**src/pkg/synth_ctrl_pkg.sv**
```systemverilog
package synth_ctrl_pkg;

  // Register port geometry.
  localparam int          ADDR_W          = 5;
  localparam int          DATA_W          = 32;

  // Register addresses.
  localparam logic [4:0]  ADDR_CW_ONE     = 5'h00;
  localparam logic [4:0]  ADDR_CW_TWO     = 5'h01;
  localparam logic [4:0]  ADDR_SWEEP_RATE = 5'h08;

  // Register widths and reset values.
  localparam int          CW_ONE_W        = 32;
  localparam int          CW_TWO_W        = 16;
  localparam int          SWEEP_RATE_W    = 32;
  localparam logic [31:0] CW_ONE_RESET    = 32'h0000_0000;
  localparam logic [15:0] CW_TWO_RESET    = 16'h0000;
  localparam logic [31:0] SWEEP_RESET     = 32'h0000_0000;

  // Control word one fields.
  localparam int          C1_DIGITAL_PD   = 6;
  localparam int          C1_DAC_PD       = 5;
  localparam int          C1_CLOCK_PD     = 4;
  localparam int          C1_LOAD_RATE    = 3;
  localparam int          C1_AUX_AUTOCLR  = 2;
  localparam int          C1_PHASE_AUTOCLR = 1;
  localparam int          C1_SINE_SEL     = 0;

  // Control word two fields.
  localparam int          C2_OUT_DIV2     = 15;
  localparam int          C2_MULT_HI      = 14;
  localparam int          C2_MULT_LO      = 9;
  localparam int          C2_OPEN         = 8;
  localparam int          C2_CMOS_MODE    = 7;
  localparam int          C2_CRYSTAL_MODE = 6;
  localparam int          C2_MULT_PD      = 5;
  localparam int          C2_LO_RANGE     = 4;
  localparam int          C2_IN_DIV2      = 3;
  localparam int          C2_HIGH_BAND    = 2;
  localparam int          C2_MULT_RUN     = 1;
  localparam int          C2_LOCK         = 0;

  // Sweep rate register halves.
  localparam int          RATE_W          = 16;
  localparam int          RATE_RISE_LO    = 0;
  localparam int          RATE_FALL_LO    = 16;

  // Lock qualification: the raw lock level must hold this many cycles.
  localparam int          LOCK_QUAL_CYCLES = 16;
  localparam int          LOCK_CNT_W       = 5;

endpackage

```
**src/design/ramp_rate_timer.sv**
```systemverilog
`timescale 1ns/100ps
`default_nettype none
// Down-counting interval timer for the sweep ramp rate.
module ramp_rate_timer #(
  parameter int RATE_W = 16
) (
  // Clock and reset
  input  wire logic              clk,
  input  wire logic              rst_n,
  // Control
  input  wire logic              enable,
  input  wire logic              loadNow,
  input  wire logic [RATE_W-1:0] rateActive,
  input  wire logic [RATE_W-1:0] rateNew,
  // Result
  output logic                   tick
);

  if (RATE_W < 1 || RATE_W > 32) begin
    $error("ramp_rate_timer: RATE_W out of range");
  end

  logic [RATE_W-1:0] count_q;
  logic [RATE_W-1:0] count_d;
  logic              tick_q;
  logic              tick_d;
  wire               expired = (count_q == '0);

  // The reload on expiry takes the active rate, so a value applied with
  // deferred loading waits for the running interval to finish.
  always_comb begin
    count_d = count_q;
    tick_d  = 1'b0;
    if (loadNow) begin
      count_d = rateNew;
    end else if (enable) begin
      if (expired) begin
        count_d = rateActive;
        tick_d  = 1'b1;
      end else begin
        count_d = count_q - 1'b1;
      end
    end
  end

  always_ff @(posedge clk) begin
    if (!rst_n) begin
      count_q <= '0;
      tick_q  <= 1'b0;
    end else begin
      count_q <= count_d;
      tick_q  <= tick_d;
    end
  end

  assign tick = tick_q;

endmodule
`default_nettype wire

```
**src/design/synth_power_clock_control_regs.sv**
```systemverilog
`timescale 1ns/100ps
`default_nettype none
// What this block does
// - Control word one bit 6 set powers down the digital core.
// - Control word one bit 5 set powers down the output converter.
// - Control word one bit 4 set powers down the clock input and stops the core clock.
// - Bit 3 clear defers sweep rate load to timeout; set loads on update.
// - Bit 2 set clears the auxiliary accumulator one cycle per update.
// - Bit 1 set clears the phase accumulator one cycle per update.
// - Bit 0 selects the amplitude function: clear cosine, set sine.
// - Control word two sits at address 0x01 and is two bytes wide.
// - Word two bit 15 is output halving; bits 14:9 are the multiplier factor.
// - Word two bits 7 and 6 select CMOS and crystal reference modes.
// - Word two bit 5 set powers down the clock multiplier.
// - Word two bit 3 set halves the reference before the multiplier.
// - Word two bit 2 selects the oscillator band, high when set.
// - Word two bit 1 clear holds the multiplier logic in reset.
// - Word two bit 0 is a read-only multiplier lock status.
module synth_power_clock_control_regs
  import synth_ctrl_pkg::*;
(
  // Clock and reset
  input  wire logic              clk,
  input  wire logic              rst_n,
  // Register port from the serial or parallel front end
  input  wire logic [ADDR_W-1:0] regAddr,
  input  wire logic [DATA_W-1:0] regWrData,
  input  wire logic              regWrEn,
  input  wire logic              regRdEn,
  output logic      [DATA_W-1:0] regRdData,
  output logic                   regRdValid,
  // Pins
  input  wire logic              ioUpdate,
  input  wire logic              multLockRaw,
  // Power controls
  output logic                   digitalPowerDown,
  output logic                   dacPowerDown,
  output logic                   clockInputPowerDown,
  output logic                   coreClockEnable,
  // Accumulator and output controls
  output logic                   auxAccClear,
  output logic                   phaseAccClear,
  output logic                   sineSelect,
  output logic                   rampTick,
  // Reference multiplier controls
  output logic                   multOutDiv2,
  output logic [5:0]             multFactor,
  output logic                   cmosClockMode,
  output logic                   crystalClockMode,
  output logic                   multPowerDown,
  output logic                   multLoRange,
  output logic                   multInDiv2,
  output logic                   high_band_oscillator_select,
  output logic                   multReset,
  output logic                   multLocked
);

  if (C2_MULT_HI - C2_MULT_LO != 5) begin
    $error("synth_power_clock_control_regs: multiplier field must be six bits");
  end
  if (LOCK_QUAL_CYCLES >= (1 << LOCK_CNT_W)) begin
    $error("synth_power_clock_control_regs: lock counter too narrow");
  end

  // ---------------------------------------------------------------------
  // Pin synchronisers.
  // ---------------------------------------------------------------------
  logic updSync1_q;
  logic updSync2_q;
  logic updPrev_q;
  logic lockSync1_q;
  logic lockSync2_q;

  always_ff @(posedge clk) begin
    if (!rst_n) begin
      updSync1_q  <= 1'b0;
      updSync2_q  <= 1'b0;
      updPrev_q   <= 1'b0;
      lockSync1_q <= 1'b0;
      lockSync2_q <= 1'b0;
    end else begin
      updSync1_q  <= ioUpdate;
      updSync2_q  <= updSync1_q;
      updPrev_q   <= updSync2_q;
      lockSync1_q <= multLockRaw;
      lockSync2_q <= lockSync1_q;
    end
  end

  // Only the rising edge counts, so a long strobe applies the shadow once.
  wire updatePulse = updSync2_q & ~updPrev_q;

  // ---------------------------------------------------------------------
  // Address decode.
  // ---------------------------------------------------------------------
  wire hitOne;
  wire hitTwo;
  wire hitRate;

  assign hitOne  = (regAddr == ADDR_CW_ONE);
  assign hitTwo  = (regAddr == ADDR_CW_TWO);
  assign hitRate = (regAddr == ADDR_SWEEP_RATE);

  wire wrOne  = regWrEn & hitOne;
  wire wrTwo  = regWrEn & hitTwo;
  wire wrRate = regWrEn & hitRate;

  // ---------------------------------------------------------------------
  // Shadow registers written by the host.
  // ---------------------------------------------------------------------
  logic [CW_ONE_W-1:0]     cwOneShadow_q;
  logic [CW_ONE_W-1:0]     cwOneShadow_d;
  logic [CW_TWO_W-1:0]     cwTwoShadow_q;
  logic [CW_TWO_W-1:0]     cwTwoShadow_d;
  logic [SWEEP_RATE_W-1:0] rateShadow_q;
  logic [SWEEP_RATE_W-1:0] rateShadow_d;

  assign cwOneShadow_d = wrOne ? regWrData : cwOneShadow_q;
  assign cwTwoShadow_d = wrTwo ? regWrData[CW_TWO_W-1:0] : cwTwoShadow_q;
  assign rateShadow_d  = wrRate ? regWrData : rateShadow_q;

  always_ff @(posedge clk) begin
    if (!rst_n) begin
      cwOneShadow_q <= CW_ONE_RESET;
      cwTwoShadow_q <= CW_TWO_RESET;
      rateShadow_q  <= SWEEP_RESET;
    end else begin
      cwOneShadow_q <= cwOneShadow_d;
      cwTwoShadow_q <= cwTwoShadow_d;
      rateShadow_q  <= rateShadow_d;
    end
  end

  // ---------------------------------------------------------------------
  // Active registers, copied from the shadows on the update strobe.
  // ---------------------------------------------------------------------
  logic [CW_ONE_W-1:0]     cwOneAct_q;
  logic [CW_ONE_W-1:0]     cwOneAct_d;
  logic [CW_TWO_W-1:0]     cwTwoAct_q;
  logic [CW_TWO_W-1:0]     cwTwoAct_d;
  logic [SWEEP_RATE_W-1:0] rateAct_q;
  logic [SWEEP_RATE_W-1:0] rateAct_d;

  // A write in the strobe cycle is not yet in the shadow, so it waits for
  // the next strobe; the host must finish writing before it strobes.
  // Apply on update
  assign cwOneAct_d = updatePulse ? cwOneShadow_q : cwOneAct_q;
  assign cwTwoAct_d = updatePulse ? cwTwoShadow_q : cwTwoAct_q;
  assign rateAct_d  = updatePulse ? rateShadow_q  : rateAct_q;

  always_ff @(posedge clk) begin
    if (!rst_n) begin
      cwOneAct_q <= CW_ONE_RESET;
      cwTwoAct_q <= CW_TWO_RESET;
      rateAct_q  <= SWEEP_RESET;
    end else begin
      cwOneAct_q <= cwOneAct_d;
      cwTwoAct_q <= cwTwoAct_d;
      rateAct_q  <= rateAct_d;
    end
  end

  // ---------------------------------------------------------------------
  // Power and clock controls.
  // ---------------------------------------------------------------------
  // Digital core power-down
  assign digitalPowerDown    = cwOneAct_q[C1_DIGITAL_PD];
  assign dacPowerDown        = cwOneAct_q[C1_DAC_PD];
  assign clockInputPowerDown = cwOneAct_q[C1_CLOCK_PD];
  assign sineSelect          = cwOneAct_q[C1_SINE_SEL];

  // The core clock is gated by the digital or clock-input power-down; the register logic itself
  // stays clocked so that the host can always wake the device again.
  logic coreEn_q;
  wire  coreEn_d;

  assign coreEn_d = ~cwOneAct_d[C1_DIGITAL_PD] & ~cwOneAct_d[C1_CLOCK_PD];

  always_ff @(posedge clk) begin
    if (!rst_n) begin
      coreEn_q <= 1'b0;
    end else begin
      coreEn_q <= coreEn_d;
    end
  end

  assign coreClockEnable = coreEn_q;

  // ---------------------------------------------------------------------
  // Accumulator autoclear pulses.
  // ---------------------------------------------------------------------
  logic auxClr_q;
  logic phaseClr_q;
  wire  auxClr_d;
  wire  phaseClr_d;

  // The autoclear bit applied by this same strobe decides the clear.
  // Auxiliary autoclear
  assign auxClr_d   = updatePulse & cwOneShadow_q[C1_AUX_AUTOCLR];
  assign phaseClr_d = updatePulse & cwOneShadow_q[C1_PHASE_AUTOCLR];

  always_ff @(posedge clk) begin
    if (!rst_n) begin
      auxClr_q   <= 1'b0;
      phaseClr_q <= 1'b0;
    end else begin
      auxClr_q   <= auxClr_d;
      phaseClr_q <= phaseClr_d;
    end
  end

  assign auxAccClear   = auxClr_q;
  assign phaseAccClear = phaseClr_q;

  // ---------------------------------------------------------------------
  // Ramp rate timer.
  // ---------------------------------------------------------------------
  wire rateLoadNow;

  assign rateLoadNow = updatePulse & cwOneShadow_q[C1_LOAD_RATE];

  ramp_rate_timer #(
    .RATE_W     (RATE_W)
  ) u_rise_timer (
    .clk        (clk),
    .rst_n      (rst_n),
    .enable     (coreEn_q),
    .loadNow    (rateLoadNow),
    .rateActive (rateAct_q[RATE_RISE_LO +: RATE_W]),
    .rateNew    (rateShadow_q[RATE_RISE_LO +: RATE_W]),
    .tick       (rampTick)
  );

  // ---------------------------------------------------------------------
  // Reference multiplier controls.
  // ---------------------------------------------------------------------
  // Divider and factor
  assign multOutDiv2      = cwTwoAct_q[C2_OUT_DIV2];
  assign multFactor       = cwTwoAct_q[C2_MULT_HI:C2_MULT_LO];
  assign cmosClockMode    = cwTwoAct_q[C2_CMOS_MODE];
  assign crystalClockMode = cwTwoAct_q[C2_CRYSTAL_MODE];
  assign multPowerDown    = cwTwoAct_q[C2_MULT_PD];
  assign multLoRange      = cwTwoAct_q[C2_LO_RANGE];
  assign multInDiv2       = cwTwoAct_q[C2_IN_DIV2];
  assign high_band_oscillator_select = cwTwoAct_q[C2_HIGH_BAND];

  logic multRst_q;
  wire  multRst_d;

  // Reset is held while the run bit is clear or the multiplier is off.
  // Multiplier reset
  assign multRst_d = ~cwTwoAct_d[C2_MULT_RUN] | cwTwoAct_d[C2_MULT_PD];

  always_ff @(posedge clk) begin
    if (!rst_n) begin
      multRst_q <= 1'b1;
    end else begin
      multRst_q <= multRst_d;
    end
  end

  assign multReset = multRst_q;

  // ---------------------------------------------------------------------
  // Lock status: the raw level must hold steady before it is reported,
  // which filters chatter while the loop is still settling.
  // ---------------------------------------------------------------------
  logic [LOCK_CNT_W-1:0] lockCnt_q;
  logic [LOCK_CNT_W-1:0] lockCnt_d;
  logic                  locked_q;
  logic                  locked_d;
  localparam logic [LOCK_CNT_W-1:0] LOCK_TARGET = LOCK_CNT_W'(LOCK_QUAL_CYCLES);

  always_comb begin
    lockCnt_d = lockCnt_q;
    locked_d  = locked_q;
    if (multRst_q || !lockSync2_q) begin
      lockCnt_d = '0;
      locked_d  = 1'b0;
    end else if (lockCnt_q != LOCK_TARGET) begin
      lockCnt_d = lockCnt_q + 1'b1;
    end else begin
      locked_d  = 1'b1;
    end
  end

  always_ff @(posedge clk) begin
    if (!rst_n) begin
      lockCnt_q <= '0;
      locked_q  <= 1'b0;
    end else begin
      lockCnt_q <= lockCnt_d;
      locked_q  <= locked_d;
    end
  end

  assign multLocked = locked_q;

  // ---------------------------------------------------------------------
  // Read port: the host reads back what it wrote, with live lock status.
  // ---------------------------------------------------------------------
  logic [DATA_W-1:0] rdMux;
  logic [DATA_W-1:0] rdData_q;
  logic              rdValid_q;

  always_comb begin
    rdMux = '0;
    if (hitOne) begin
      rdMux = cwOneShadow_q;
    end else if (hitTwo) begin
      rdMux[CW_TWO_W-1:0] = cwTwoShadow_q;
      rdMux[C2_LOCK]      = locked_q;
    end else if (hitRate) begin
      rdMux = rateShadow_q;
    end
  end

  always_ff @(posedge clk) begin
    if (!rst_n) begin
      rdData_q  <= '0;
      rdValid_q <= 1'b0;
    end else begin
      rdData_q  <= regRdEn ? rdMux : rdData_q;
      rdValid_q <= regRdEn;
    end
  end

  assign regRdData  = rdData_q;
  assign regRdValid = rdValid_q;

endmodule
`default_nettype wire

```
**config.mk**
```make
export PLATFORM = sky130hd
export DESIGN_NAME = synth_power_clock_control_regs
export DESIGN_NICKNAME = d
export VERILOG_FILES = /design/src/pkg/synth_ctrl_pkg.sv /design/src/design/ramp_rate_timer.sv /design/src/design/synth_power_clock_control_regs.sv
export SDC_FILE = /design/constraint.sdc
export NUM_CORES = 1
export LEC_CHECK = 0
export BUFFER_PORTS_ARGS = -buffer_cell sky130_fd_sc_hd__buf_2
export CAP_MARGIN = 5
export CORE_ASPECT_RATIO = 1.75
export CORE_UTILIZATION = 60
export CTS_CLUSTER_SIZE = 14
export DETAILED_ROUTE_END_ITERATION = 10
export PLACE_DENSITY = 0.83
export SETUP_SLACK_MARGIN = 0.02
export SYNTH_ARGS = -nofsm -noshare
export SYNTH_HDL_FRONTEND = slang
export SYNTH_SLANG_ARGS = --single-unit
```
**constraint.sdc**
```tcl
create_clock -name clk -period 2.9 [get_ports clk]
set_clock_uncertainty 0.15 [all_clocks]
set_input_delay 0 -clock clk [delete_from_list [all_inputs] [get_ports clk]]
set_output_delay 0 -clock clk [all_outputs]
set_load 0.03 [all_outputs]
```
## Word-level counts from Yosys, hierarchy flattened

Cells that the tools add are included.

| word-level totals | value |
|---|---|
| input port bits | 43 |
| register bits | 184 |
| output and inout bits | 56 |

| cells by class | value |
|---|---|
| add/subtract/negate cells | 2 |
| equal/unequal tests | 3 |
| bitwise logic cells | 15 |
| reductions and logical operators | 7 |
| muxes and demuxes | 10 |

Operators with widths:

| operator | number |
|---|---|
| two-way mux 16 bit | 5 |
| two-way mux 32 bit | 2 |
| logical NOT 16 bit | 1 |
| subtractor 16 x 1 -> 16 bit (second input constant) | 1 |
| AND 1 bit | 8 |
| two-way mux 7 bit | 1 |
| two-way mux 6 bit | 1 |
| inverter 1 bit | 6 |
| adder 5 x 1 -> 5 bit (second input constant) | 1 |
| equality test 5 x 1 -> 1 bit (second input constant) | 1 |
| equality test 5 x 4 -> 1 bit (second input constant) | 1 |
| logical NOT 5 bit | 1 |
| inequality test 5 bit (second input constant) | 1 |
| OR reduction 3 bit | 1 |
| nonzero test 2 bit | 1 |
| OR reduction 2 bit | 1 |
| logical NOT 1 bit | 1 |
| logical OR 1 bit | 1 |
| two-way mux 1 bit | 1 |
| OR 1 bit | 1 |

## Longest topological paths before layout

Gate-level depths: netlist of the first run.

| logic depth | value |
|---|---|
| word-level depth | 5 |
| gate-level depth with buffers | 7 |
| gate-level depth less buffers | 6 |

## Modules after synthesis

A second synthesis of the first run with hierarchy kept.

| unflattened totals | value |
|---|---|
| cell total of the unflattened synthesis | 886 |
| area total of the unflattened synthesis | 7958.9 um^2 |

By module, submodules not included:

| module | seq. area each (um^2) | times used | cells an instance | area an instance (um^2) |
|---|---|---|---|---|
| synth_power_clock_control_regs | 3223.1 | 1 | 723 | 6675.2 |
| ramp_rate_timer | 340.3 | 1 | 163 | 1283.7 |

## Worst setup path before layout of the first run

OpenSTA, ideal clock, no wires.

| path | value |
|---|---|
| kind | register -> register |
| from | register u_rise_timer.count_q[0] |
| to | register u_rise_timer.count_q[6] |
| period minus slack after synthesis | 1936 ps |
| path slack | 964 ps |
| cell stages (with the launch flop) | 7 |
| library setup time | 137 ps |
| arrival | 1648 ps |
| cell sequence | dfxtp_1 > inv_1 > ha_1 > or3b_2 > o31a_1 > a211oi_2 > o32ai_2 |

| on the way | value |
|---|---|
| cells in the longest elaborated chain, start to end | 4 |

RTL lines:

| item | line | RTL |
|---|---|---|
| start, declared | ramp_rate_timer.sv:23 | `logic [RATE_W-1:0] count_q;` |
| start signal, assigned | ramp_rate_timer.sv:51 | `count_q <= count_d;` |
| subtractor 16 x 1 -> 16 bit / logical NOT 16 bit (equally long branches) | ramp_rate_timer.sv:41, ramp_rate_timer.sv:27 |  |
| two-way mux 16 bit (*) | ramp_rate_timer.sv:37 | `if (expired) begin` |
| two-way mux 16 bit (*) | ramp_rate_timer.sv:36 | `end else if (enable) begin` |
| two-way mux 16 bit (*) | ramp_rate_timer.sv:34 | `if (loadNow) begin` |

Mark *: on every way between the ends. The rest lies on a longest branch, timed or not. The select of a mux whose other input is x is not followed.
A chain may end at the register's enable or synchronous reset.

## Worst setup path in the final report of the first run

| path | value |
|---|---|
| from | register u_rise_timer.count_q[7] |
| to | register u_rise_timer.count_q[3] |

| on the way | value |
|---|---|
| cells in the longest elaborated chain, start to end | 4 |

RTL lines:

| item | line | RTL |
|---|---|---|
| logical NOT 16 bit | ramp_rate_timer.sv:27 | `wire expired = (count_q == '0);` |
| two-way mux 16 bit | ramp_rate_timer.sv:37 |  |
| two-way mux 16 bit | ramp_rate_timer.sv:36 |  |
| two-way mux 16 bit | ramp_rate_timer.sv:34 |  |

Every way passes these cells. The select of a mux whose other input is x is not followed.

==> qor.csv, run 1 <==
stage,metric,value,unit
routing,routed_via_density,5.87,
clock_network,postCtsSetupBuffers,0,
sta,slew_headroom,23.4,%
placed_design,dp.cells,1101,
sta,fin_crit,2.08,ns
synth,synth_edf_count,0,
floorplanning,die_x,86.3,um
sta,holdWs,0.0693,ns
placed_design,place.gp.congestion,0.887,
routing,drc_errors,0,
clock_network,cts.reportedPaths.clkPinSlew,0.07,ns
setup_path,slowest_stage,or4_4,
floorplanning,core_region_area,0.0121,mm^2
setup_path,cp_cell_sequence,or4_4 > nor2_4 > a221oi_1 > a311o_1,
routing,first_pass_iters,5,
power_and_ir_drop,pwr_density_cell,763,mW/mm^2
sta,max_freq,0.481,GHz
placed_design,dpl.hpwl,12400,um
grt,grt.total_usage,31.3,%
sta,finalHoldViolations,0,
setup_path,crit_family,simple AND/OR/NAND/NOR gates,
sta,rsz0062_at_grt,false,
clock_network,cts_tree,done,
clock_network,cts_made_buffers,17,
grt,grt-ovfl-total,0,
floorplanning,dieArea,0.0129,mm^2
routing,via_count,6876,
grt,grt_pass1_wl,31600,um
synth,async_flop_share,0,%
final_layout,instances_no_fill,1171,
final_layout,syn_to_final_growth,19.4,%
clock_network,clockBufferDepth,2,
sta,fin_crit_sh,71.6,%
setup_path,start_kind,flip-flop,
floorplanning,row_count,53,
synth,postSynthCellCount,900,
clock_network,htree_levels,4,
routing,route.detailed.wl_per_inst,16.8,um
setup_path,cp.arrival,2.24,ns
setup_path,cp_num_buf_inv,0,
setup_path,slowest_delay,0.60,ns
power_and_ir_drop,leakagePower,3.27,nW
outcome,status,"finished, final reports clean",
synth,synth-seq-area-share,47.8,%
clock_network,clock_sinks,178,
grt,grt_pass1_vias,6669,
grt,antenna_found_initial,0,
clock_network,clock-root-buffer,clkbuf_16,
routing,drtIter0Drc,456,
sta,report.final.setup_viol,0,
floorplanning,start_util,61.8,%
sta,final.setup.tns,0,ns
setup_path,cp.required,3.06,ns
min_path,worstHoldPathType,input pin to flip-flop,
setup_path,path_class,flip-flop to flip-flop,
synth,avgSynthCellArea,8.29,um^2
floorplanning,die_y,150,um
final_layout,mostFrequentLayoutCells,"nand2_1 (232), dfxtp_1 (178), a21oi_1 (136)",
placed_design,io_buffers,98,
synth,ys_ff_latch,178,
synth,dominantRegCellSynth,dfxtp_1,
routing,postRouteAntennaNets,0,
final_layout,fill_cells,919,
floorplanning,ios,99,
setup_path,end_kind,flip-flop,
routing,wirelength,19700,um
final_layout,post_route_cells_drive_above_1_share,18.3,%
synth,mappedNetlistNets,947,
power_and_ir_drop,ir_drop,548,uV
synth,synth.distinct_cells,62,
synth,ys.warnings.count,0,
setup_path,critPathMaxFanout,12,
power_and_ir_drop,totalPowerFinal,6.79,mW
clock_network,clock_latency,0.42,ns
final_layout,final_common_cell,nand2_1,
final_layout,num_antenna_cells,0,
synth,syn-cell-area,0.00746,mm^2
run,drv_cap,0,
sta,worst_pin_slew,1.15,ns
final_layout,layout.nets,1040,
sta,drv_slew,0,
grt,grt_max_degree,75,
==> flip-flops by register name, summed over array words and instances, names as in the netlist, 4 cells and up <==
name	cells
cwOneAct_q	4
cwOneShadow_q	32
cwTwoAct_q	14
cwTwoShadow_q	15
lockCnt_q	5
rateAct_q	16
rateShadow_q	32
regRdData	32
u_rise_timer.count_q	16
==> report_power, final <==
part | switching, mW | internal, mW | leakage (nW) | total (mW)
clock network | 1.01 | 1.30 | 0.285 | 2.31
logic | 1.05 | 0.672 | 1.54 | 1.73
registers | 0.189 | 2.57 | 1.44 | 2.76
==> per-stage QoR <==
step           utilization [%]  area (um^2)  worst slack, ns
2_1_floorplan                -         7460            0.964
5_1_grt                   73.8         8910            0.695
3_5_place_dp              65.7         7930            0.851
4_1_cts                   73.8         8910            0.835
3_3_place_gp              65.7         7930            0.868
6_report                  73.8         8910            0.822
==> timing repair <==
item / CTS / global route
hold endpoints to repair: 96 / 0
resized for setup: 0 / 0
hold buffers: 38 / 0
==> worst reg2reg max path, delay by kind of cell, from the launching register on <==
family	cells	cell delay [ns]
compound gates	2	0.47
simple gates	2	0.91
flops	1	0.43
==> cell usage after synthesis (all sizes together), types with 2 or more instances <==
cell type | number | area, um^2
ha | 4 | 50.1
nand3 | 9 | 45.0
and3 | 7 | 43.8
o221ai | 4 | 35.0
nand3b | 3 | 22.5
o32ai | 4 | 50.1
or4 | 2 | 22.5
nor3 | 16 | 96.4
mux2i | 3 | 30.0
o21ai | 28 | 140
inv | 6 | 22.5
nand2 | 232 | 871
nor2 | 33 | 131
mux2 | 16 | 180
dfxtp | 178 | 3560
a21oi | 136 | 681
nor4 | 5 | 65.1
xnor2 | 5 | 43.8
nand4 | 8 | 56.3
nand2b | 2 | 12.5
or3 | 2 | 12.5
o31ai | 3 | 22.5
xor2 | 4 | 35.0
nor3b | 15 | 118
a211oi | 20 | 155
buf | 35 | 216
and2 | 18 | 113
nor2b | 2 | 12.5
o311ai | 3 | 26.3
o41ai | 2 | 25.0
o31a | 2 | 17.5
clkbuf | 45 | 169
a22oi | 32 | 240
o22ai | 2 | 12.5
==> path summary, 6_finish.rpt <==
kind | slack [ns] | startpoint | cells past startpoint | end
worst max-delay path | 0.82 | u_rise_timer.count_q[7] | 4 | u_rise_timer.count_q[3]
worst min-delay path | 0.07 | regWrEn | 5 | cwOneShadow_q[29]
worst max register to register | 0.82 | u_rise_timer.count_q[7] | 4 | u_rise_timer.count_q[3]
worst min register to register | 0.29 | lockSync1_q | 1 | lockSync2_q
==> per-layer routing <==
layer  GRT usage [%]  vias to the layer above  wire length, um
li1                -                     3292                -
met4            16.9                        0              777
met5               0                        -                0
met1            35.3                     3216             7230
met2            55.9                      291            10500
met3            4.69                       77             1200
==> cell families after synthesis <==
| logic type | synth area share [%] |
|---|---|
| simple gates | 22.5 |
| compound gates | 19.8 |
| flops | 47.8 |
| buf+inv | 5.47 |
| mux | 2.82 |
| xor+xnor | 1.06 |
| fa+ha+maj | 0.671 |
==> final cells by class <==
type                            instances  area, um^2  area share (%)
Tap cell                              165         206            2.32
Multi-Input combinational cell        636        3500            39.3
Timing Repair Buffer                  154        1020            11.4
Sequential cell                       178        3560            40.0
Inverter                                6        25.0           0.281
Clock buffer                           17         425            4.77
Clock inverter                         15         171            1.92
Note: power is estimated with default switching activity, not from simulation.
==> run 2: changes to the inputs <==
CORE_UTILIZATION = 57   (was 60)
PLACE_DENSITY = 0.79   (was 0.83)
clock period = 2.1 ns   (was 2.9 ns; I/O delays follow)
==> qor.csv, run 2 (synthesis gave the netlist of run 1 again) <==
stage,metric,value,unit,change
routing,via_count,6972,,was 6876
floorplanning,ios,99,,unchanged
setup_path,path_class,flip-flop to flip-flop,,unchanged
floorplanning,start_util,58.0,%,was 61.8%
final_layout,mostFrequentLayoutCells,"nand2_1 (232), dfxtp_1 (178), a21oi_1 (136)",,unchanged
power_and_ir_drop,pwr-share-clk,34.5,%,was 34.0%
sta,final.setup.tns,0,ns,unchanged
grt,antenna_found_initial,0,,unchanged
grt,grt_max_degree,53,,was 75
min_path,worstHoldPathType,input pin to flip-flop,,unchanged
setup_path,end_kind,flip-flop,,unchanged
routing,drtIter0Drc,492,,was 456
power_and_ir_drop,comb_power_share,27.1,%,was 25.4%
sta,finalHoldViolations,0,,unchanged
sta,slew_headroom,56.0,%,was 23.4%
sta,drv_slew,0,,unchanged
placed_design,place_area,0.00815,mm^2,was 0.00793 mm^2
clock_network,clock_sinks,178,,unchanged
grt,grt.total_usage,30.9,%,was 31.3%
placed_design,place.gp.congestion,0.883,,was 0.887
power_and_ir_drop,leakagePower,3.41,nW,was 3.27 nW
grt,grt-ovfl-total,0,,unchanged
final_layout,final_common_cell,nand2_1,,unchanged
setup_path,cp.arrival,2.12,ns,was 2.24 ns
setup_path,crit_start,u_rise_timer.count_q[1],,was u_rise_timer.count_q[7]
sta,fin_crit_sh,93.3,%,was 71.6%
clock_network,clock_latency,0.43,ns,was 0.42 ns
final_layout,syn_to_final_growth,22.9,%,was 19.4%
floorplanning,row_count,55,,was 53
sta,report.final.setup_viol,0,,unchanged
routing,route.detailed.wl_per_inst,16.6,um,was 16.8 um
power_and_ir_drop,swShare,31.5,%,was 33.2%
floorplanning,core_region_area,0.0129,mm^2,was 0.0121 mm^2
run,drv_cap,0,,unchanged
final_layout,finalInstanceArea,0.00917,mm^2,was 0.00891 mm^2
routing,first_pass_iters,5,,unchanged
final_layout,fill_cells,991,,was 919
clock_network,clock-root-buffer,clkbuf_16,,unchanged
sta,rsz0062_at_grt,false,,unchanged
floorplanning,die_x,88.5,um,was 86.3 um
setup_path,rr_startpoint,u_rise_timer.count_q[1],,was u_rise_timer.count_q[7]
power_and_ir_drop,p_int,6.77,mW,was 4.54 mW
setup_path,start_kind,flip-flop,,unchanged
clock_network,htree_levels,4,,unchanged
sta,max_freq,0.510,GHz,was 0.481 GHz
clock_network,cts.reportedPaths.clkPinSlew,0.07,ns,about the same
power_and_ir_drop,seqPwrFrac,38.3,%,was 40.6%
sta,worst_pin_slew,0.660,ns,was 1.15 ns
final_layout,layout.nets,1062,,was 1040
final_layout,num_antenna_cells,0,,unchanged
routing,routed_via_density,5.81,,was 5.87
sta,fin_crit,1.96,ns,was 2.08 ns
placed_design,io_buffers,98,,unchanged
power_and_ir_drop,power_switching,3.12,mW,was 2.26 mW
grt,grt_pass1_vias,6770,,was 6669
routing,postRouteAntennaNets,0,,unchanged
setup_path,critPathMaxFanout,4,,was 12
clock_network,cts_tree,done,,unchanged
floorplanning,dieArea,0.0136,mm^2,was 0.0129 mm^2
placed_design,dpl.hpwl,12800,um,was 12400 um
clock_network,cts_made_buffers,17,,unchanged
min_path,worstHoldStart,regAddr[3],,was regWrEn
setup_path,cp.required,2.26,ns,was 3.06 ns
power_and_ir_drop,pwr_density_cell,1080,mW/mm^2,was 763 mW/mm^2
routing,wirelength,19900,um,was 19700 um
routing,drc_errors,0,,unchanged
floorplanning,die_y,153,um,was 150 um
power_and_ir_drop,ir_drop,684,uV,was 548 uV
final_layout,multiInputGateArea,0.00351,mm^2,was 0.00350 mm^2
grt,grt_pass1_wl,32800,um,was 31600 um
final_layout,final-seq-area,0.00356,mm^2,unchanged
outcome,status,"finished, final reports clean",,unchanged
clock_network,postCtsSetupBuffers,0,,unchanged
final_layout,post_route_cells_drive_above_1_share,20.2,%,was 18.3%
clock_network,clockBufferDepth,2,,unchanged
-- run 2: power by group through the flow --
stage / clock network (mW) / registers [mW] / logic [mW]
floorplan: 0 / 3.85 / 1.90
global placement: 0 / 3.84 / 2.52
detailed placement: 0 / 3.85 / 2.53
CTS: 3.44 / 3.78 / 2.62
global route: 3.59 / 3.81 / 2.89
finish: 3.41 / 3.79 / 2.68
-- run 2: critical path: stages, from the launching register on --
cell      delay [ns]
dfxtp_1         0.35
inv_1           0.11
ha_1            0.21
or3b_4          0.43
o31a_1          0.26
a211oi_2        0.22
o32ai_2         0.11
-- run 2: cell type report --
| class | count | share of cell area (%) |
|---|---|---|
| flip-flops and latches | 178 | 38.9 |
| repair buffers | 176 | 13.3 |
| inverters | 6 | 0.273 |
| clock inverters | 13 | 2.13 |
| well taps | 171 | 2.33 |
| multi-input cells | 636 | 38.3 |
| clock buffers | 19 | 4.83 |
-- run 2: worst paths after layout --
check,endpoint,slack [ns],cells past startpoint
setup / recovery,u_rise_timer.count_q[6],0.14,6
hold / removal,regRdData[11],0.06,5
setup reg to reg,u_rise_timer.count_q[6],0.14,6
hold reg to reg,lockSync2_q,0.29,1
-- run 2: metrics by stage --
stage / util [%] / power, mW / std cells / hold WS [ns] / setup slack (ns)
3_3_place_gp: 63.3 / 6.36 / 1130 / 0.0551 / 0.134
3_5_place_dp: 63.3 / 6.39 / 1130 / 0.0595 / 0.0459
6_report: 71.2 / 9.88 / 1199 / 0.0649 / 0.140
4_1_cts: 71.2 / 9.84 / 1199 / 0.0359 / 0.0250
2_1_floorplan: - / 5.75 / 900 / -0.0227 / 0.164
5_1_grt: 71.2 / 10.3 / 1199 / 0.0660 / 0.0371
-- run 2: metal layers --
| metal | global-route usage (%) | share of wire (%) | vias up |
|---|---|---|---|
| met5 | 0 | 0 | - |
| met4 | 11.7 | 2.5 | 0 |
| met3 | 6.10 | 5.8 | 46 |
| met2 | 55.3 | 54 | 258 |
| met1 | 35.2 | 37 | 3321 |
| li1 | - | - | 3347 |
-- run 2: timing repair --
item                                    CTS  global route
endpoints found under the setup margin    0             6
resized for setup                         0             3
hold buffers                             37             0
endpoints found under the hold margin   102             0
